**config.mk**
```make
export PLATFORM = sky130hd
export DESIGN_NAME = battery_temp_zone_charge_control
export DESIGN_NICKNAME = d
export VERILOG_FILES = /design/src/temp_zone_pkg.sv /design/src/battery_temp_zone_charge_control.sv
export VERILOG_INCLUDE_DIRS = /design/src
export SDC_FILE = /design/constraint.sdc
export NUM_CORES = 1
export LEC_CHECK = 0
export ABC_AREA = 1
export BUFFER_PORTS_ARGS = -buffer_cell sky130_fd_sc_hd__buf_4
export CAP_MARGIN = 0
export CORE_AREA = 2 2 119 121
export CTS_CLUSTER_SIZE = 25
export DETAILED_ROUTE_END_ITERATION = 16
export DIE_AREA = 0 0 121 123
export MAX_ROUTING_LAYER = met4
export PLACE_DENSITY = 0.79
export RECOVER_POWER = 25
export SETUP_SLACK_MARGIN = 0.2
export SYNTH_ARGS = -nofsm -noshare
export SYNTH_HDL_FRONTEND = slang
export SYNTH_SLANG_ARGS = --single-unit
```
**constraint.sdc**
```tcl
create_clock -name pclk -period 4.3 [get_ports pclk]
set_input_delay 0.215 -clock pclk [delete_from_list [all_inputs] [get_ports pclk]]
set_output_delay 0.215 -clock pclk [all_outputs]
set_load 0.005 [all_outputs]
```
**src/temp_zone_cfg.svh**
```systemverilog
// constants for the battery temperature zone charge control block
`ifndef TEMP_ZONE_CFG_SVH
`define TEMP_ZONE_CFG_SVH

// ==========================================================
// register byte offsets
`define ADDR_CFG    8'h00
`define ADDR_CHGV   8'h04
`define ADDR_CHGI   8'h08
`define ADDR_RAIL   8'h0C
`define ADDR_STAT   8'h10
`define ADDR_FLAG   8'h14
`define ADDR_MASK   8'h18

// ==========================================================
// field positions
`define CFG_EN_BIT    0
`define CFG_TRIP_LSB  8
`define CFG_MUX_LSB   16
`define ALT_LSB       8
`define FLAG_TEMP     0
`define FLAG_RAIL     1

// ==========================================================
// reset values
`define CV_RESET      6'h10
`define CC_RESET      6'h08
`define RAIL_RESET    6'h3F
`define MASK_RESET    2'h3

// ==========================================================
// voltage scales in millivolts
`define CV_BASE_MV    13'hE10
`define CV_STEP_MV    13'h019
`define RAIL_BASE_MV  13'hE10
`define RAIL_STEP_MV  13'h019
`define MARGIN_MV     13'h0C8

// ==========================================================
// probe channels that need the sensor biased
`define MUX_SENSE     4'h7
`define MUX_BIAS      4'h8

`endif

```
**src/temp_zone_pkg.sv**
```systemverilog
// types shared by the temperature zone charge control block
package temp_zone_pkg;

    // ==========================================================
    // zone status codes
    typedef enum logic [2:0] {
        ZONE_OFF    = 3'h0,
        ZONE_COLD   = 3'h1,
        ZONE_COOL   = 3'h2,
        ZONE_NORMAL = 3'h3,
        ZONE_WARM   = 3'h4,
        ZONE_HOT    = 3'h5
    } zone_t;

    // charge states, gray coded along the charge path
    typedef enum logic [2:0] {
        ST_OFF        = 3'h0,
        ST_PREQUAL    = 3'h1,
        ST_FAST_CC    = 3'h3,
        ST_FAST_CV    = 3'h2,
        ST_TOP_OFF    = 3'h6,
        ST_DONE       = 3'h7,
        ST_TIMER_FLT  = 3'h5,
        ST_TEMP_FLT   = 3'h4
    } chg_state_t;

    // trip selects, second byte (bits 15:8) of a config field
    typedef struct packed {
        logic [1:0] cold;
        logic [1:0] cool;
        logic [1:0] warm;
        logic [1:0] hot;
    } trip_sel_t;

    // comparator results: sense voltage below each trip
    typedef struct packed {
        logic below_cold;
        logic below_cool;
        logic below_warm;
        logic below_hot;
    } cmp_t;

endpackage : temp_zone_pkg

```
**src/battery_temp_zone_charge_control.sv**
```systemverilog
// temperature zone sorting, charge code selection and rail margin check
`timescale 1ns/1ps
`include "temp_zone_cfg.svh"

module battery_temp_zone_charge_control (
    // apb slave
    input  wire logic                      pclk,
    input  wire logic                      presetn,
    input  wire logic [7:0]                paddr,
    input  wire logic                      psel,
    input  wire logic                      penable,
    input  wire logic                      pwrite,
    input  wire logic [31:0]               pwdata,
    output logic      [31:0]               prdata,
    output logic                           pready,
    output logic                           pslverr,
    // analog comparators and charge input
    input  wire temp_zone_pkg::cmp_t       cmp_raw,
    input  wire logic                      charge_input_valid,
    // charger core
    input  wire temp_zone_pkg::chg_state_t core_next_state,
    output temp_zone_pkg::chg_state_t      charge_state,
    output logic                           timers_paused,
    output logic                           charge_paused,
    output logic                           temp_modified,
    output logic      [5:0]                charge_voltage_out,
    output logic      [5:0]                charge_current_out,
    // analog controls
    output temp_zone_pkg::trip_sel_t       trip_sel,
    output logic      [3:0][10:0]          trip_mv,
    output logic      [3:0]                analog_probe_sel,
    output logic                           sensor_bias_on,
    // interrupt lines
    output logic                           temp_irq,
    output logic                           margin_irq
);

    // ==========================================================
    // helpers

    // voltage code to millivolts
    function automatic logic [12:0] code_mv(input logic [5:0] code,
                                            input logic [12:0] base,
                                            input logic [12:0] step);
        code_mv = 13'(base + 13'(code) * step);
    endfunction : code_mv

    // trip voltage table, highest first, in millivolts
    function automatic logic [10:0] trip_tbl(input logic [3:0] idx);
        case (idx)
            4'h0:    trip_tbl = 11'h400; // 1.024
            4'h1:    trip_tbl = 11'h3D0; // 0.976
            4'h2:    trip_tbl = 11'h39B; // 0.923
            4'h3:    trip_tbl = 11'h363; // 0.867
            4'h4:    trip_tbl = 11'h327; // 0.807
            4'h5:    trip_tbl = 11'h2EB; // 0.747
            4'h6:    trip_tbl = 11'h1FF; // 0.511
            4'h7:    trip_tbl = 11'h1CB; // 0.459
            4'h8:    trip_tbl = 11'h19B; // 0.411
            4'h9:    trip_tbl = 11'h16F; // 0.367
            4'hA:    trip_tbl = 11'h147; // 0.327
            default: trip_tbl = 11'h123; // 0.291
        endcase
    endfunction : trip_tbl

    // ==========================================================
    // software registers
    logic                     en_reg, en_next;
    temp_zone_pkg::trip_sel_t trip_reg, trip_next;
    logic [3:0]               mux_reg, mux_next;
    logic [5:0]               cv_reg, cv_next;
    logic [5:0]               alt_cv_reg, alt_cv_next;
    logic [5:0]               cc_reg, cc_next;
    logic [5:0]               alt_cc_reg, alt_cc_next;
    logic [5:0]               rail_reg, rail_next;
    logic [1:0]               flag_reg, flag_next;
    logic [1:0]               mask_reg, mask_next;
    logic [31:0]              rdata_reg, rdata_next;
    logic                     wr, hit, margin_bad, zone_change;
    logic [1:0]               set_flags, clr_flags;

    // zone and state registers
    temp_zone_pkg::cmp_t       cmp_s1, cmp_s2;
    logic                      valid_s1, valid_s2;
    temp_zone_pkg::zone_t      zone_reg, zone_next;
    temp_zone_pkg::chg_state_t state_reg, state_next;
    temp_zone_pkg::chg_state_t saved_reg, saved_next;
    logic                      fault_zone;

    // output registers
    logic [5:0]       volt_next, curr_next;
    logic             mod_next, pause_next, bias_next;
    logic [3:0][10:0] mv_next;

    assign wr = psel && penable && pwrite;
    assign pready = 1'b1;
    assign hit = (paddr == `ADDR_CFG) || (paddr == `ADDR_CHGV) ||
                 (paddr == `ADDR_CHGI) || (paddr == `ADDR_RAIL) ||
                 (paddr == `ADDR_STAT) || (paddr == `ADDR_FLAG) ||
                 (paddr == `ADDR_MASK);
    assign pslverr = psel && penable && !hit;
    assign prdata = rdata_reg;

    assign margin_bad = (cv_reg != 6'h00) &&
        (13'(code_mv(cv_reg, `CV_BASE_MV, `CV_STEP_MV) + `MARGIN_MV) >
         code_mv(rail_reg, `RAIL_BASE_MV, `RAIL_STEP_MV));
    assign zone_change = (zone_next != zone_reg);
    assign set_flags = {margin_bad, zone_change};
    assign clr_flags = (wr && paddr == `ADDR_FLAG) ? pwdata[1:0] : 2'h0;

    // ==========================================================
    // register file next values
    always_comb begin
        en_next = en_reg;
        trip_next = trip_reg;
        mux_next = mux_reg;
        cv_next = cv_reg;
        alt_cv_next = alt_cv_reg;
        cc_next = cc_reg;
        alt_cc_next = alt_cc_reg;
        rail_next = rail_reg;
        mask_next = mask_reg;
        if (wr && paddr == `ADDR_CFG) begin
            en_next = pwdata[`CFG_EN_BIT];
            trip_next = pwdata[`CFG_TRIP_LSB +: 8];
            mux_next = pwdata[`CFG_MUX_LSB +: 4];
        end else if (wr && paddr == `ADDR_CHGI) begin
            cc_next = pwdata[5:0];
            alt_cc_next = pwdata[`ALT_LSB +: 6];
        end else if (wr && paddr == `ADDR_RAIL) begin
            rail_next = pwdata[5:0];
        end else if (wr && paddr == `ADDR_MASK) begin
            mask_next = pwdata[1:0];
        end
        if (wr && paddr == `ADDR_CHGV) begin
            cv_next = pwdata[5:0];
            alt_cv_next = pwdata[`ALT_LSB +: 6];
        end else if (margin_bad) begin
            cv_next = cv_reg - 6'h01;
        end
        // sticky flags, set wins over clear
        flag_next = (flag_reg & ~clr_flags) | set_flags;
        // read data captured in the setup cycle
        rdata_next = rdata_reg;
        if (psel && !penable && !pwrite) begin
            rdata_next = 32'h0;
            if (paddr == `ADDR_CFG) begin
                rdata_next = {12'h0, mux_reg, trip_reg, 7'h0, en_reg};
            end else if (paddr == `ADDR_CHGV) begin
                rdata_next = {18'h0, alt_cv_reg, 2'h0, cv_reg};
            end else if (paddr == `ADDR_CHGI) begin
                rdata_next = {18'h0, alt_cc_reg, 2'h0, cc_reg};
            end else if (paddr == `ADDR_RAIL) begin
                rdata_next = {26'h0, rail_reg};
            end else if (paddr == `ADDR_STAT) begin
                rdata_next = {24'h0, sensor_bias_on, state_reg, 1'b0,
                              zone_reg};
            end else if (paddr == `ADDR_FLAG) begin
                rdata_next = {30'h0, flag_reg};
            end else if (paddr == `ADDR_MASK) begin
                rdata_next = {30'h0, mask_reg};
            end
        end
    end

    // register file storage
    always_ff @(posedge pclk or negedge presetn) begin
        if (!presetn) begin
            en_reg <= 1'b0;
            trip_reg <= 8'h00;
            mux_reg <= 4'h0;
            cv_reg <= `CV_RESET;
            alt_cv_reg <= `CV_RESET;
            cc_reg <= `CC_RESET;
            alt_cc_reg <= `CC_RESET;
            rail_reg <= `RAIL_RESET;
            flag_reg <= 2'h0;
            mask_reg <= `MASK_RESET;
            rdata_reg <= 32'h0;
        end else begin
            en_reg <= en_next;
            trip_reg <= trip_next;
            mux_reg <= mux_next;
            cv_reg <= cv_next;
            alt_cv_reg <= alt_cv_next;
            cc_reg <= cc_next;
            alt_cc_reg <= alt_cc_next;
            rail_reg <= rail_next;
            flag_reg <= flag_next;
            mask_reg <= mask_next;
            rdata_reg <= rdata_next;
        end
    end

    // ==========================================================
    // zone decode and charge state

    always_ff @(posedge pclk or negedge presetn) begin
        if (!presetn) begin
            cmp_s1 <= 4'h0;
            cmp_s2 <= 4'h0;
            valid_s1 <= 1'b0;
            valid_s2 <= 1'b0;
        end else begin
            cmp_s1 <= cmp_raw;
            cmp_s2 <= cmp_s1;
            valid_s1 <= charge_input_valid;
            valid_s2 <= valid_s1;
        end
    end

    assign fault_zone = (zone_reg == temp_zone_pkg::ZONE_HOT) ||
                        (zone_reg == temp_zone_pkg::ZONE_COLD);

    // zone and state next values
    always_comb begin
        if (!en_reg) begin
            zone_next = temp_zone_pkg::ZONE_OFF;
        end else if (cmp_s2.below_hot) begin
            zone_next = temp_zone_pkg::ZONE_HOT;
        end else if (cmp_s2.below_warm) begin
            zone_next = temp_zone_pkg::ZONE_WARM;
        end else if (!cmp_s2.below_cold) begin
            zone_next = temp_zone_pkg::ZONE_COLD;
        end else if (!cmp_s2.below_cool) begin
            zone_next = temp_zone_pkg::ZONE_COOL;
        end else begin
            zone_next = temp_zone_pkg::ZONE_NORMAL;
        end
        state_next = state_reg;
        saved_next = saved_reg;
        if (state_reg == temp_zone_pkg::ST_TEMP_FLT) begin
            if (!fault_zone) begin
                state_next = saved_reg;
            end
        end else if (fault_zone) begin
            saved_next = state_reg;
            state_next = temp_zone_pkg::ST_TEMP_FLT;
        end else if (core_next_state != temp_zone_pkg::ST_TEMP_FLT) begin
            state_next = core_next_state;
        end
    end

    // zone and state storage
    always_ff @(posedge pclk or negedge presetn) begin
        if (!presetn) begin
            zone_reg <= temp_zone_pkg::ZONE_OFF;
            state_reg <= temp_zone_pkg::ST_OFF;
            saved_reg <= temp_zone_pkg::ST_OFF;
        end else begin
            zone_reg <= zone_next;
            state_reg <= state_next;
            saved_reg <= saved_next;
        end
    end

    // ==========================================================
    // output selection
    always_comb begin
        // modified only in warm or cool
        mod_next = (zone_reg == temp_zone_pkg::ZONE_WARM) ||
                   (zone_reg == temp_zone_pkg::ZONE_COOL);
        volt_next = mod_next ? alt_cv_reg : cv_reg;
        curr_next = mod_next ? alt_cc_reg : cc_reg;
        pause_next = (state_next == temp_zone_pkg::ST_TEMP_FLT);
        bias_next = (valid_s2 && en_reg) || (mux_reg == `MUX_SENSE) ||
                    (mux_reg == `MUX_BIAS);
        mv_next[3] = trip_tbl({2'h0, trip_reg.cold});
        mv_next[2] = trip_tbl(4'(4'h2 + {2'h0, trip_reg.cool}));
        mv_next[1] = trip_tbl(4'(4'h6 + {2'h0, trip_reg.warm}));
        mv_next[0] = trip_tbl(4'(4'h8 + {2'h0, trip_reg.hot}));
    end

    // output storage
    always_ff @(posedge pclk or negedge presetn) begin
        if (!presetn) begin
            temp_modified <= 1'b0;
            charge_voltage_out <= `CV_RESET;
            charge_current_out <= `CC_RESET;
            charge_paused <= 1'b0;
            sensor_bias_on <= 1'b0;
            trip_mv <= '0;
        end else begin
            temp_modified <= mod_next;
            charge_voltage_out <= volt_next;
            charge_current_out <= curr_next;
            charge_paused <= pause_next;
            sensor_bias_on <= bias_next;
            trip_mv <= mv_next;
        end
    end

    // probe select touches only bias and probe route
    assign analog_probe_sel = mux_reg;
    assign trip_sel = trip_reg;
    assign charge_state = state_reg;
    assign timers_paused = (state_reg == temp_zone_pkg::ST_TEMP_FLT);
    assign temp_irq = flag_reg[`FLAG_TEMP] && !mask_reg[`FLAG_TEMP];
    assign margin_irq = flag_reg[`FLAG_RAIL] && !mask_reg[`FLAG_RAIL];
endmodule : battery_temp_zone_charge_control

```
# Yosys cells after proc, flatten, opt, wreduce, memory -nomap -nowiden
# Memory sizes are Yosys's and may differ from the RTL's. A register that Yosys moved wholly into a read port is not among the register bits.
# Index checks and enable logic that the tools add are counted.
dict set report op_classes {
  add_sub_neg 7
  n_mul 2
  div 0
  magnitude_cmp 1
  n_eq_ne 19
  n_shift 0
  mux 22
  bitwise_logic 6
  reduce_logical 40
}
# cell count
set op_table {}
lappend op_table {{$pmux W11 S4} 1}
lappend op_table {{$mux W14} 2}
lappend op_table {{$add A12 B11 Y13 const A} 2}
lappend op_table {{$eq A8 B5 Y1 const B} 3}
lappend op_table {{$mux W6} 4}
lappend op_table {{$mul A6 B5 Y11 const B} 2}
lappend op_table {{$mux W3} 7}
lappend op_table {{$mux W20} 1}
lappend op_table {{$eq A8 B4 Y1 const B} 2}
lappend op_table {{$mux W8} 2}
lappend op_table {{$logic_and A1 B1 Y1} 15}
lappend op_table {{$add A13 B8 Y13 const B} 1}
lappend op_table {{$gt A13 B13 Y1} 1}
lappend op_table {{$eq A3 B3 Y1 const B} 4}
lappend op_table {{$logic_or A1 B1 Y1} 10}
lappend op_table {{$eq A8 B3 Y1 const B} 1}
lappend op_table {{$logic_not A1 Y1} 8}
lappend op_table {{$logic_not A8 Y1} 1}
lappend op_table {{$mux W2} 4}
lappend op_table {{$reduce_bool A6 Y1} 1}
lappend op_table {{$sub A6 B1 Y6 const B} 1}
lappend op_table {{$add A3 B2 Y4 const A} 1}
lappend op_table {{$add A4 B2 Y4 const A} 1}
lappend op_table {{$eq A2 B2 Y1 const B} 2}
lappend op_table {{18 further kinds} 20}
dict set report word_totals {
  reg_bits 124
  latchBits 0
  mem_bits_rw 0
  rom_bits 528
  input_bits 53
  out_inout_bits 111
  elab_cells 133
  memories 3
}
# name depth word_bits rd rd_ports_with_merged_regs wr line_no
set memory_table {}
lappend memory_table {{(name not given)} 16 11 1 1 0 battery_temp_zone_charge_control.sv:50} ;# case (idx)
lappend memory_table {{(name not given)} 16 11 1 1 0 battery_temp_zone_charge_control.sv:50}
lappend memory_table {{(name not given)} 16 11 1 1 0 battery_temp_zone_charge_control.sv:50}

# Logic depth before layout (Yosys ltp)
# Gate-level depths: netlist of the first run.
dict set report logic_depth {
  word_depth 9
  ltp_mapped 25
  depth_no_buf 25
}

# Worst setup path after synthesis of the first run
# No wires, ideal clock.
dict set report synth_timing {
  path_kind {reg2reg}
  startpoint {register cv_reg[0]}
  endpoint {register cv_reg[0]}
  setup_time_ns 0.117
  arrival_time_ns 3.792
  t_required_ns 4.183
  slack_ns 0.391
  stages_incl_launch_ff 25
  n_path_buf 0
  period_less_slack_ns 3.909
  path_cell_list {dfrtp_1 > inv_1 > ha_1 > inv_1 > fa_1 > ha_1 > ha_1 > inv_1 > fa_1 > o21ai_0 > nand2_1 > a21oi_1 > nor2_1 > nand2_1 > nand2_1 > ha_1 > nand2_1 > nor2_1 > nand3_1 > nor2_1 > nor2_1 > nand2_1 > nand2_4 > nand2_1 > nand2_1}
}
dict set report synth_via {
  elab_chain_cells 6
  elab_cells_between_ends 10
  classes_between {3 x add/sub; 1 x mul; 1 x order compare; 2 x mux; 3 x reduce/logical}
}
# item line_no
set synth_rtl {}
lappend synth_rtl {{start: declaration} battery_temp_zone_charge_control.sv:71} ;# logic [5:0] cv_reg, cv_next;
lappend synth_rtl {{start signal: assignment} battery_temp_zone_charge_control.sv:172} ;# cv_reg <= `CV_RESET;
lappend synth_rtl {{start signal: assignment} battery_temp_zone_charge_control.sv:184} ;# cv_reg <= cv_next;
lappend synth_rtl {{$mul A6 B5 Y11} battery_temp_zone_charge_control.sv:45} ;# code_mv = 13'(base + 13'(code) * step);
lappend synth_rtl {{$add A12 B11 Y13} battery_temp_zone_charge_control.sv:45}
lappend synth_rtl {{$add A13 B8 Y13 (no line)} -}
lappend synth_rtl {{$gt A13 B13 Y1} battery_temp_zone_charge_control.sv:105} ;# (13'(code_mv(cv_reg, `CV_BASE_MV, `CV_STEP_MV) + `MARGIN_MV) >
lappend synth_rtl {{$logic_and A1 B1 Y1} battery_temp_zone_charge_control.sv:104} ;# assign margin_bad = (cv_reg != 6'h00) &&
lappend synth_rtl {{$reduce_bool A2 Y1 (no line)} -}
# Parallel ways exist; a longest one is shown, timed or not. The select of a mux whose other input is x is not followed.
# A chain may end at the register's enable or synchronous reset.

# Final worst setup path of the first run
dict set report layout_timing {
  startpoint {register cv_reg[4]}
  endpoint {register cv_reg[4]}
}
# Same word-level chain as after synthesis.

==> results of run 1 <==
[through the flow]
stage               utilization (%)  hold WS (ns)  cells  setup slack [ns]
floorplan                         -       -0.0806    835             0.391
global placement               61.2         0.324   1113             0.181
detailed placement             61.2         0.326   1113            0.0761
CTS                            66.5        0.0345   1151             0.224
global route                   67.3        0.0479   1160            0.0522
finish                         67.3        0.0393   1160             0.292
[routing by layer]
metal	up-vias	track usage, %	share of wire [%]
li1	2863	-	-
met2	201	39.0	51
met3	15	4.06	5.9
met5	-	-	0
met4	0	6.40	0.97
met1	2843	29.6	42
[cell type report]
class / count / area, µm² / area share (%)
Clock buffer: 18 / 429 / 4.69
Timing Repair Buffer: 158 / 1160 / 12.7
Clock inverter: 14 / 230 / 2.51
Sequential cell: 128 / 3220 / 35.2
Multi-Input combinational cell: 538 / 3410 / 37.3
Tap cell: 180 / 225 / 2.46
Inverter: 124 / 475 / 5.19
[cells in the final DEF (no fill, tap or decap), types with 3 or more instances in the layout]
cell type                       instances
sky130_fd_sc_hd__o21ai_1               21
sky130_fd_sc_hd__o31ai_1                5
sky130_fd_sc_hd__nand4_1                6
sky130_fd_sc_hd__clkbuf_16             17
sky130_fd_sc_hd__xnor2_1                6
sky130_fd_sc_hd__o211ai_1               9
sky130_fd_sc_hd__xor2_1                10
sky130_fd_sc_hd__nor2_1                53
sky130_fd_sc_hd__buf_4                115
sky130_fd_sc_hd__dlygate4sd3_1          6
sky130_fd_sc_hd__inv_2                  5
sky130_fd_sc_hd__nand2_4                3
sky130_fd_sc_hd__inv_6                  4
sky130_fd_sc_hd__o21ai_2               10
sky130_fd_sc_hd__or2_2                  6
sky130_fd_sc_hd__dfrtp_1              114
sky130_fd_sc_hd__inv_1                116
sky130_fd_sc_hd__ha_1                  75
sky130_fd_sc_hd__o21ai_0               36
sky130_fd_sc_hd__clkbuf_4              27
sky130_fd_sc_hd__nand2_2               11
sky130_fd_sc_hd__ha_4                   4
sky130_fd_sc_hd__nand3_1               49
sky130_fd_sc_hd__conb_1                17
sky130_fd_sc_hd__nand2_1              172
sky130_fd_sc_hd__a21oi_2                9
sky130_fd_sc_hd__clkinv_4               4
sky130_fd_sc_hd__nor3_1                 3
sky130_fd_sc_hd__dfstp_2               14
sky130_fd_sc_hd__a21oi_1               11
sky130_fd_sc_hd__clkbuf_1              10
sky130_fd_sc_hd__bufinv_16              5
[where the power goes]
| group | leakage [µW] | internal [µW] | switching [µW] |
|---|---|---|---|
| registers | 0.00155 | 1320 | 73.3 |
| clock network | 0.000318 | 1040 | 554 |
| logic | 0.00285 | 1110 | 1410 |
[critical path: stages, from the launching register on]
cell	delay (ns)
sky130_fd_sc_hd__dfstp_2	0.60
sky130_fd_sc_hd__clkinvlp_4	0.15
sky130_fd_sc_hd__buf_4	0.16
sky130_fd_sc_hd__buf_4	0.13
sky130_fd_sc_hd__ha_1	0.19
sky130_fd_sc_hd__inv_1	0.06
sky130_fd_sc_hd__ha_1	0.22
sky130_fd_sc_hd__ha_1	0.33
sky130_fd_sc_hd__ha_4	0.30
sky130_fd_sc_hd__nand2_1	0.06
sky130_fd_sc_hd__o21ai_2	0.12
sky130_fd_sc_hd__nand2_1	0.06
sky130_fd_sc_hd__a21oi_1	0.15
sky130_fd_sc_hd__nor2_1	0.05
sky130_fd_sc_hd__nand2_1	0.05
sky130_fd_sc_hd__nand2_1	0.06
sky130_fd_sc_hd__ha_1	0.29
sky130_fd_sc_hd__nand2_2	0.07
sky130_fd_sc_hd__nor2_4	0.13
sky130_fd_sc_hd__inv_1	0.08
sky130_fd_sc_hd__nor2_1	0.12
sky130_fd_sc_hd__nand2_1	0.06
sky130_fd_sc_hd__nand2_1	0.09
sky130_fd_sc_hd__nand2_4	0.10
sky130_fd_sc_hd__nand2_4	0.11
sky130_fd_sc_hd__nand2_1	0.09
sky130_fd_sc_hd__nand2_1	0.07
[cells by family after synthesis]
family | Yosys count | synth area share, %
compound gates | 105 | 8.54
xor+xnor | 16 | 1.92
flops | 128 | 44.1
other cells | 2 | 0.103
buf+inv | 169 | 11.2
mux | 2 | 0.274
fa+ha+maj | 84 | 14.8
simple gates | 314 | 19.1
[what timing repair did]
| item | 4_1_cts | 5_1_grt |
|---|---|---|
| setup endpoints to repair | 7 | 7 |
| pin swaps | 0 | 10 |
| gates resized for setup | 3 | 22 |
| setup buffers | 0 | 9 |
| endpoints found under the hold margin | 61 | 0 |
| hold buffers | 6 | 0 |
[worst paths after layout]
kind / startpoint / to / slack [ns] / depth (start not counted)
worst max-delay path: cv_reg[4]$_DFFE_PN1P_ / cv_reg[4]$_DFFE_PN1P_ / 0.29 / 26
worst min-delay path: pwdata[15] / trip_sel[7]$_DFFE_PN0P_ / 0.04 / 3
worst max register to register: cv_reg[4]$_DFFE_PN1P_ / cv_reg[4]$_DFFE_PN1P_ / 0.29 / 26
worst min register to register: cmp_s1[1]$_DFF_PN0_ / cmp_s2[1]$_DFF_PN0_ / 0.36 / 0
max in group asynchronous: presetn / charge_paused$_DFF_PN0_ / 2.29 / 3
min in group asynchronous: presetn / trip_mv[15]$_DFF_PN0_ / 0.77 / 2
==> results.txt, run 1 <==
The max-capacitance violation count is 1. The register clock-pin slew on the reported worst setup and hold paths is 0.06 ns. The global placement routability congestion is 0.881.

For this run, the post-layout net count is 1,104. After floorplanning, the core was sized to cover 13,600 µm². The routed design has 16,800 µm of wire. In the synthesized netlist the dominant register cell turns out to be sky130_fd_sc_hd__dfrtp_1.

The checks that failed: max-capacitance violations, max-slew violations. The areal power density over the cells is 601 nW/µm². By count the netlist is led by sky130_fd_sc_hd__nand2_1, sky130_fd_sc_hd__inv_1, sky130_fd_sc_hd__dfrtp_1, sky130_fd_sc_hd__ha_1. In the final timing run, aggregate negative setup slack is 0 ns. The sequential-to-total area share from yosys stat is 44.1%. The number of top-level pins is 164.

The final period utilization came out at 93.2%. The via count of the first global-routing pass came out at 5,695. In this run the biggest area consumer among cell types represents 39.0% of the synthesized area. The type of the most critical hold path is input pin to register. The tightest slew margin relative to the limit came out at -11.4%. The number of vias after detailed routing is 5,922. The placed wire-length estimate came out at 11,900 µm. The number of diodes came out at 0. In this run the vertical extent of the chip is 123 µm. The clock sink count is 128. The cell area after placement is 8330 µm². The detailed-route wire length per cell is 14.5 µm.

STA classifies the critical path startpoint as a register. The total overflow left after global routing is 0. TritonCTS built the clock tree. In the final layout, the share of cells above drive strength 1 is 25.7%. The initial antenna violation count is 0.

The global-route wire length before repair came out at 26,800 µm. Setup repair after global routing could not meet its margin everywhere. Across the routed clock network, the largest skew measured is 0.00876 ns. The flop and latch count out of synthesis is 128. After synthesis, the mean cell area works out to 8.92 µm².

The number of nets with antenna violations after routing came out at 0. The number of buffers inserted during clock tree synthesis is 17. The post-synthesis instance area is 7310 µm². The worst path arrival time is 4.36 ns.

The CTS root buffer is sky130_fd_sc_hd__clkbuf_16. In this run, synthesis inferred 0 flip-flops with an integrated enable. The horizontal die dimension came out at 121 µm. The site row count is 43. The fraction of synthesis flops using an asynchronous set or reset pin came out at 100%. During synthesis, Yosys emitted a total of 0 warnings.

The critical path in this run is classified as register to register. The relative area change from synthesis to final layout is 25.3%. The maximum number of pins on one net before global-route repair is 72. Setup violations remaining at the end of the flow were counted as 0.

During placement, the flow inserted port buffers numbering 133. The global-route total usage across every layer came out at 23.4%. The worst setup path is captured at a register. IR analysis of the VDD net gives a maximum drop of 0.354 mV.

The number of flip-flops in the largest register came out at 27. The CTS H-tree depth came out at 4. By area the synthesized netlist is led by sky130_fd_sc_hd__dfrtp_1, sky130_fd_sc_hd__ha_1, sky130_fd_sc_hd__nand2_1. For this configuration, the core starts out at a cell density of 53.7%.

The cell with the most instances after synthesis is sky130_fd_sc_hd__nand2_1. The clock reaches the later pin of the worst-skew pair after 0.41 ns. The die area is 14,900 µm². Using the TritonRoute via totals, the vias-per-cell ratio works out to 5.11. The worst path needs 4.01 ns of the cycle, external delays included. The DRC marker count from the first detailed-route iteration is 412. The worst-path maximum fanout is 8. The register with the most flip-flops in the final layout is trip_mv.

After routing the design area is 9160 µm². The largest total area in the synthesized netlist belongs to sky130_fd_sc_hd__dfrtp_1. The filler cells instantiated in the layout total 1,069. At the pin with the least slew margin, the transition time is 1.67 ns. The worst path required time came out at 4.65 ns. The final hold violation count came to 0. For this run, design rule violations remaining after detail routing come to 0. The highest attainable clock frequency came out at 249 MHz. The reported leakage power came out at 0.00472 µW. The run finished, with violations left. The final total power is 5510 µW. The number of distinct standard cells referenced by the synthesized netlist is 42. For this run, the detailed router's first-pass iteration total came to 5.

The count of mapped cells out of synthesis came out at 820. The clock tree buffer depth is 2. The max-slew violation count was 72.
No activity file was read; power rests on OpenSTA's default activity.
==> run 2: changes to the inputs <==
--- a/config.mk
+++ b/config.mk
@@ -14,7 +14,7 @@
 export DETAILED_ROUTE_END_ITERATION = 16
 export DIE_AREA = 0 0 121 123
 export MAX_ROUTING_LAYER = met4
-export PLACE_DENSITY = 0.79
+export PLACE_DENSITY = 0.81
 export RECOVER_POWER = 25
 export SETUP_SLACK_MARGIN = 0.2
 export SYNTH_ARGS = -nofsm -noshare
==> run 2 against run 1 <==
Net effect:
- the run still ends with max-capacitance violations, max-slew violations left
- critical path depth shrank 2
- clock power shrank 4%
- sequential share of layout area up 0.44 points
- via count shrank 0.95%
- combinational power about the same
- total power shrank 1.7%
- fmax increased by 0.46%
- non-clock buffer count decreased by 5
- register-to-register slack gained 0.02 ns
- die area is the same
- critical path type unchanged
- critical endpoint is now cv_reg[5]$_DFFE_PN0P_
- highest routed layer unchanged
==> results.txt, run 2 (synthesized netlist as in run 1, its figures left out) <==
The number of diodes is 0 (unchanged). The DRC marker count from the first detailed-route iteration came out at 442 (+7.3%). The final total power is 5410 µW (-1.7%). The register clock-pin slew on the reported worst setup and hold paths came to 0.06 ns (about the same). The largest individual stage delay along the critical path comes from the cell sky130_fd_sc_hd__dfstp_2.

The library cell used most frequently in the layout, excluding fill and tap cells, is sky130_fd_sc_hd__nand2_1. The register cell area after layout came out at 3220 µm² (unchanged). The via count of the first global-routing pass came out at 5,504 (-3.4%).

The flop-to-flop setup slack is 0.31 ns (+0.02 ns). The number of cells after detailed placement is 1,113 (unchanged). The count of port buffers added during placement came out at 133 (unchanged). The detailed-route wire length per cell is 14.3 µm (-0.94%). The clock insertion delay at the later pin of the skew report is 0.42 ns (about the same). The total wirelength of the detailed-routed design was 16,500 µm (-1.4%). In this run the clock root is driven by a sky130_fd_sc_hd__clkbuf_16.

The final setup skew is 0.00728 ns (-0.00148 ns). The tightest slew margin relative to the limit is -26.2% (-15 points). The final non-filler cell total is 1,155 (-0.43%). The wire length on met2 came out at 8110 µm (-5.4%). The global-route total usage across every layer is 23.3% (-0.066 points). The global-route wire length before repair was 26,400 µm (-1.4%). The initial core utilization came to 53.7% (unchanged). The nature of the critical path endpoint is a register. The met3 layer wire length in the routed design came out at 1020 µm (+2.8%). The filler cell count in the final layout came to 1,058 (-1.0%). The number of buffer and inverter instances along the worst setup path came out at 3 (-2). The site row count came out at 43 (unchanged). The time the worst path needs with I/O delays and setup came out at 3.99 ns (-0.0184 ns).

The most numerous cell type found on the critical path is sky130_fd_sc_hd__nand2_1. The design area is 9050 µm² (-1.2%). Setup repair after global routing could not meet its margin everywhere.

STA classifies the critical path startpoint as a register. The max-slew violation count came out at 79 (+9.7%). The worst hold path belongs to the class input pin to register. The final hold violation count was 0 (unchanged). The number of buffers inserted during clock tree synthesis is 17 (unchanged). The cell area after placement came out at 8330 µm² (unchanged). The die height came to 123 µm (unchanged). The global placement routability congestion came to 0.877 (-0.50%). The worst hold path begins at pwdata[19]. In this run the critical register-to-register path is launched from rail_reg[0]$_DFFE_PN1P_. The endpoint identified for the worst register-to-register timing path is cv_reg[5]$_DFFE_PN0P_. The number of nets with antenna violations after routing was 0 (unchanged).

The die area is 14,900 µm² (unchanged). Traced cell by cell, the critical path runs through inv_1, ha_1, inv_2, fa_1, ha_4, ha_4, fa_2, nand3_2, nand3_2, nand2_1, nand2_1, a21oi_2, xor2_1, ha_1, nand2_2, inv_1, nand2_1, nand2_1, a21oi_1, nand2_1, nand2_4, nand2_4, nand2_1, nand2_1. The fraction of layout cells with a size suffix above 1 was 25.0% (-0.69 points).

The number of vias after detailed routing came to 5,866 (-0.95%). The detailed router used layers up to and including met4. The final period utilization is 92.8% (-0.43 points). The worst-path maximum fanout came to 8 (unchanged). The flow ran to the end, but the final reports show violations. The worst path arrival time came out at 4.28 ns (-0.08 ns).

The number of setup violations in the final report is 0 (unchanged). The final global-route overflow total was 0 (unchanged). The final core area utilization came out at 66.5% (-0.83 points). The placeable core region came out at 13,600 µm² (unchanged). The max-capacitance violation count came out at 1 (unchanged). The total routed wire length on the met1 layer came to 7090 µm (+0.82%). The sum of negative setup slack was 0 ns (unchanged). The number of top-level pins was 164 (unchanged). The maximum VDD drop came out at 0.363 mV (+2.3%). More flip-flops sit in one register than any other, and that register is trip_mv.

The clock tree buffer depth came to 2 (unchanged). The number of flip-flops in the largest register was 27 (unchanged). The transition at the pin with the smallest max-transition slack came out at 1.89 ns (+0.223 ns). The horizontal die dimension is 121 µm (unchanged). The count of unresolved DRC violations after routing is 0 (unchanged). The initial antenna violation count is 0 (unchanged). In the layout the commonest cells are sky130_fd_sc_hd__nand2_1, sky130_fd_sc_hd__inv_1, sky130_fd_sc_hd__dfrtp_1, sky130_fd_sc_hd__buf_4, sky130_fd_sc_hd__ha_1.

The worst setup path is of the register to register kind. TritonCTS built the clock tree. The placed wire-length estimate came out at 11,900 µm (-0.45%).

The areal power density over the cells came out at 598 nW/µm² (-0.46%). The reported leakage power is 0.00465 µW (-1.3%). The maximum number of pins on one net before global-route repair came out at 79 (+9.7%). The CTS H-tree depth is 4 (unchanged). The worst path required time came out at 4.59 ns (-0.06 ns). The number of nets in the layout came out at 1,099 (-0.45%). The detailed-router iteration count before antenna repair is 6 (+1). The depth of the worst hold-timing path came out at 3 (unchanged). The highest attainable clock frequency is 251 MHz (+0.46%). Among cell families on the critical path, the largest total delay comes from adder cells.

The cell count of the worst reg-to-reg path was 24 (-7.7%). The area taken by multi-input logic gates is 3360 µm² (-1.6%). The sink of the worst hold path is analog_probe_sel[3]$_DFFE_PN0P_.

The clock sink count came to 128 (unchanged). The vias per cell is 5.08 (-0.52%). The relative area change from synthesis to final layout is 23.8%.

The checks that failed: max-capacitance violations, max-slew violations. The delay of the slowest cell on the worst path came to 0.57 ns (-0.03 ns).
-- run 2: cell type report --
class	count	area share (%)
inverters	124	5.26
well taps	180	2.49
clock buffers	18	4.74
flip-flops and latches	128	35.6
clock inverters	14	2.27
multi-input cells	538	37.1
repair buffers	153	12.5
-- run 2: worst max path at each step --
stage                                  from               endpoint  depth (start not counted)
floorplan             cv_reg[0]$_DFFE_PN0P_  cv_reg[0]$_DFFE_PN0P_                         24
global placement    rail_reg[0]$_DFFE_PN1P_  cv_reg[2]$_DFFE_PN0P_                         23
detailed placement  rail_reg[0]$_DFFE_PN1P_  cv_reg[5]$_DFFE_PN0P_                         23
CTS                 rail_reg[0]$_DFFE_PN1P_  cv_reg[5]$_DFFE_PN0P_                         24
global route          cv_reg[4]$_DFFE_PN1P_  cv_reg[5]$_DFFE_PN0P_                         21
finish              rail_reg[0]$_DFFE_PN1P_  cv_reg[5]$_DFFE_PN0P_                         24
-- run 2: timing repair --
action                                  4_1_cts  5_1_grt
endpoints found under the hold margin        66        0
setup buffers                                 0        4
hold buffers                                  6        0
endpoints found under the setup margin        6        7
pin swaps                                     0        9
gates resized for setup                       3       20
-- run 2: power by group --
group / internal (µW) / leakage (µW) / switching (µW)
sequential: 1320 / 0.00155 / 69.5
combinational: 1090 / 0.00279 / 1400
clock: 981 / 0.000307 / 554
total: 3390 / 0.00465 / 2030
-- run 2: routing by layer --
| metal | vias to the layer above | track usage, % |
|---|---|---|
| met3 | 33 | 4.94 |
| met1 | 2771 | 29.8 |
| met2 | 209 | 37.3 |
| li1 | 2853 | - |
| met5 | - | - |
| met4 | 0 | 7.41 |
-- run 2: worst register-to-register path, cell delays in order, from the launching register on --
cell                      delay [ns]
sky130_fd_sc_hd__dfstp_2        0.57
sky130_fd_sc_hd__inv_1          0.05
sky130_fd_sc_hd__ha_1           0.19
sky130_fd_sc_hd__inv_2          0.06
sky130_fd_sc_hd__fa_1           0.45
sky130_fd_sc_hd__ha_4           0.24
sky130_fd_sc_hd__ha_4           0.16
sky130_fd_sc_hd__fa_2           0.38
sky130_fd_sc_hd__nand3_2        0.09
sky130_fd_sc_hd__nand3_2        0.08
sky130_fd_sc_hd__nand2_1        0.06
sky130_fd_sc_hd__nand2_1        0.06
sky130_fd_sc_hd__a21oi_2        0.14
sky130_fd_sc_hd__xor2_1         0.17
sky130_fd_sc_hd__ha_1           0.26
sky130_fd_sc_hd__nand2_2        0.08
sky130_fd_sc_hd__inv_1          0.05
sky130_fd_sc_hd__nand2_1        0.06
sky130_fd_sc_hd__nand2_1        0.05
sky130_fd_sc_hd__a21oi_1        0.14
sky130_fd_sc_hd__nand2_1        0.11
sky130_fd_sc_hd__nand2_4        0.14
sky130_fd_sc_hd__nand2_4        0.09
sky130_fd_sc_hd__nand2_1        0.15
sky130_fd_sc_hd__nand2_1        0.07
-- run 2: metrics by stage --
stage / hold WS (ns) / setup WS, ns
5_1_grt: 0.0238 / 0.117
3_5_place_dp: 0.326 / 0.0843
2_1_floorplan: -0.0806 / 0.391
4_1_cts: 0.0186 / 0.212
6_report: 0.0301 / 0.310
3_3_place_gp: 0.324 / 0.176
==> run 3: changes to the inputs <==
--- a/config.mk
+++ b/config.mk
@@ -10,6 +10,7 @@
 export BUFFER_PORTS_ARGS = -buffer_cell sky130_fd_sc_hd__buf_4
 export CAP_MARGIN = 0
 export CORE_AREA = 2 2 119 121
+export CTS_BUF_LIST = sky130_fd_sc_hd__clkbuf_4 sky130_fd_sc_hd__clkbuf_8 sky130_fd_sc_hd__clkbuf_16
 export CTS_CLUSTER_SIZE = 25
 export DETAILED_ROUTE_END_ITERATION = 16
 export DIE_AREA = 0 0 121 123
==> run 3 against run 2 <==
Net effect:
- the run still ends with max-capacitance violations, max-slew violations left
- total power hardly changed
- wire length is 0.36% lower
- utilization hardly changed
- flip-flop and latch count stayed put
- critical path depth stayed put
- sequential share of layout area hardly changed
- combinational power hardly changed
- worst setup slack better by 0.0012 ns
- register-to-register slack hardly changed
==> results.txt, run 3 (synthesized netlist as in run 1, its figures left out) <==
The final core area utilization came out at 66.5% (about the same). The worst path arrival time is 4.28 ns (about the same). The CTS tree is done. The slowest stage of the critical path belongs to the cell sky130_fd_sc_hd__dfstp_2. The maximum number of pins on one net before global-route repair came out at 79 (unchanged). The register clock-pin slew on the reported worst setup and hold paths is 0.06 ns (about the same).

In this design, the largest share of critical-path delay is due to adder cells. The switching fraction of total power came to 37.4% (-0.071 points). The time the worst path needs with I/O delays and setup came out at 3.99 ns (-0.00123 ns). The fraction of layout cells with a size suffix above 1 is 25.1% (+0.10 points).

The site row count is 43 (unchanged). The relative area change from synthesis to final layout is 23.8% (about the same). The detailed-router iteration count before antenna repair is 6 (unchanged). The top cell types in the final layout, fill and taps aside, are sky130_fd_sc_hd__nand2_1, sky130_fd_sc_hd__inv_1, sky130_fd_sc_hd__dfrtp_1, sky130_fd_sc_hd__buf_4, sky130_fd_sc_hd__ha_1.

The number of cells on the critical path was 24 (unchanged). The placed wire-length estimate was 11,900 µm (unchanged). The number of cells after detailed placement is 1,113 (unchanged). The final reports fail on max-capacitance violations, max-slew violations. The initial antenna violation count is 0 (unchanged). The worst-path maximum fanout came out at 8 (unchanged).

The final period utilization is 92.8% (about the same). The number of diodes came out at 0 (unchanged). The number of nets in the layout is 1,099 (unchanged).

The final setup skew is 0.00589 ns (-0.00139 ns). The count of unresolved DRC violations after routing is 0 (unchanged). The part of the total power dissipated in sequential elements came to 25.6% (about the same). The combinational power share came to 46.0% (about the same).

The number of buffers inserted during clock tree synthesis was 17 (unchanged). The number of setup violations in the final report is 0 (unchanged). The global-route total usage across every layer is 23.3% (+0.041 points). The cell internal power dissipation is 3390 µW (+0.18%).

The worst setup path is captured at a register. The worst setup path is of the register to register kind. Setup repair after global routing could not meet its margin everywhere. The number of vias after detailed routing is 5,884 (+0.31%). The register cell area after layout came out at 3220 µm² (unchanged). The clock network fraction of design power came out at 28.4% (about the same).

The DRC marker count from the first detailed-route iteration is 473 (+7.0%). The design area came out at 9050 µm² (about the same). The transition at the pin with the smallest max-transition slack is 1.89 ns (-0.00595 ns).

The worst setup path is launched from a register. The register containing the most flip-flops in the final layout is trip_mv. The highest attainable clock frequency came to 251 MHz (about the same). The count of port buffers added during placement came out at 133 (unchanged). The placeable core region was 13,600 µm² (unchanged). By instance count, the cell type seen most on the critical path is sky130_fd_sc_hd__nand2_1.

The filler cell count in the final layout came out at 1,057 (-0.095%). The depth of the worst hold-timing path came to 3 (unchanged). The final non-filler cell total was 1,155 (unchanged). The clock sink count came to 128 (unchanged). The run finished, with violations left. In this run the worst hold path is classified as input pin to register. The vias per cell was 5.09 (+0.31%). The CTS H-tree depth is 4 (unchanged).

The die area was 14,900 µm² (unchanged). The areal power density over the cells was 598 nW/µm² (about the same). The total wirelength of the detailed-routed design is 16,500 µm (-0.36%). The delay of the slowest cell on the worst path was 0.57 ns (about the same). The reported leakage power came out at 0.00466 µW (about the same).

The die height came out at 123 µm (unchanged). The detailed-route wire length per cell is 14.3 µm (-0.36%). The final global-route overflow total came out at 0 (unchanged). The global-route wire length before repair came out at 26,400 µm (+0.18%). The cell area after placement is 8330 µm² (unchanged). Traced cell by cell, the critical path runs through inv_1, ha_1, inv_2, fa_1, ha_4, ha_4, fa_2, nand3_2, nand3_2, nand2_1, nand2_1, a21oi_2, xor2_1, ha_1, nand2_2, inv_1, nand2_1, nand2_1, a21oi_1, nand2_1, nand2_4, nand2_4, nand2_1, nand2_1.

The sum of negative setup slack came to 0 ns (unchanged). The final total power came to 5420 µW (about the same). The tightest slew margin relative to the limit is -25.9% (+0.40 points). The area taken by multi-input logic gates was 3360 µm² (unchanged). The number of flip-flops in the largest register was 27 (unchanged). The max-capacitance violation count was 1 (unchanged). The maximum VDD drop came out at 0.362 mV (-0.23%). The initial core utilization is 53.7% (unchanged). The cell count of the worst reg-to-reg path was 24 (unchanged).

The CTS root buffer is sky130_fd_sc_hd__clkbuf_16. The final hold violation count is 0 (unchanged). The number of buffer and inverter instances along the worst setup path came to 3 (unchanged). The clock insertion delay at the later pin of the skew report is 0.42 ns (about the same). The horizontal die dimension came to 121 µm (unchanged). The number of nets with antenna violations after routing is 0 (unchanged).

The clock tree buffer depth came out at 2 (unchanged). The net switching power was 2030 µW (-0.12%). The via count of the first global-routing pass is 5,507 (+0.055%). The worst path required time is 4.59 ns (about the same). The max-slew violation count came out at 79 (unchanged). The most common cell after layout, fill and taps aside is sky130_fd_sc_hd__nand2_1. The global placement routability congestion came out at 0.877 (unchanged). The number of top-level pins came out at 164 (unchanged).
==> run 3: path summary, 6_finish.rpt <==
check	to	slack, ns	start
setup / recovery	cv_reg[5]$_DFFE_PN0P_	0.31	rail_reg[0]$_DFFE_PN1P_
hold / removal	analog_probe_sel[3]$_DFFE_PN0P_	0.03	pwdata[19]
setup reg to reg	cv_reg[5]$_DFFE_PN0P_	0.31	rail_reg[0]$_DFFE_PN1P_
hold reg to reg	cmp_s2[1]$_DFF_PN0_	0.35	cmp_s1[1]$_DFF_PN0_
max in group asynchronous	alt_cv_reg[4]$_DFFE_PN1P_	2.16	presetn
min in group asynchronous	trip_mv[36]$_DFF_PN0_	0.84	presetn
==> run 3: layer usage <==
metal | GRT usage [%] | vias to the layer above | share of wire (%)
met2 | 37.4 | 213 | 49
met3 | 4.94 | 36 | 6.3
met5 | - | - | 0
met4 | 7.41 | 0 | 2.1
li1 | - | 2858 | -
met1 | 29.9 | 2777 | 42
==> run 3: tightest hold or removal path, cell delays in order <==
cell and delay, ns:
sky130_fd_sc_hd__buf_4 0.08, sky130_fd_sc_hd__nand3_1 0.06, sky130_fd_sc_hd__nand2_1 0.06
==> run 3: power by group through the flow <==
stage / logic (µW) / clock network [µW] / registers (µW)
finish: 2490 / 1540 / 1390
global route: 2880 / 1620 / 1390
CTS: 2270 / 1560 / 1390
detailed placement: 2200 / 0 / 1410
global placement: 2120 / 0 / 1400
floorplan: 1620 / 0 / 1410
==> run 3: final cells by class <==
class / count / area share (%)
multi-input combinational: 538 / 37.1
sequential: 128 / 35.6
timing repair buffer: 153 / 12.5
inverter: 124 / 5.25
clock buffer: 18 / 4.78
tap: 180 / 2.49
clock inverter: 14 / 2.27
==> run 3: timing repair <==
item	in CTS	in global routing
setup buffers	0	4
hold endpoints to repair	66	0
setup endpoints to repair	6	7
pin swaps	0	9
hold buffers	6	0
gates resized for setup	3	20
==> run 3: per-stage QoR <==
step / hold WS (ns) / setup WS [ns]
6_report: 0.0303 / 0.311
5_1_grt: 0.0238 / 0.117
4_1_cts: 0.0186 / 0.212
3_5_place_dp: 0.326 / 0.0843
3_3_place_gp: 0.324 / 0.176
2_1_floorplan: -0.0806 / 0.391
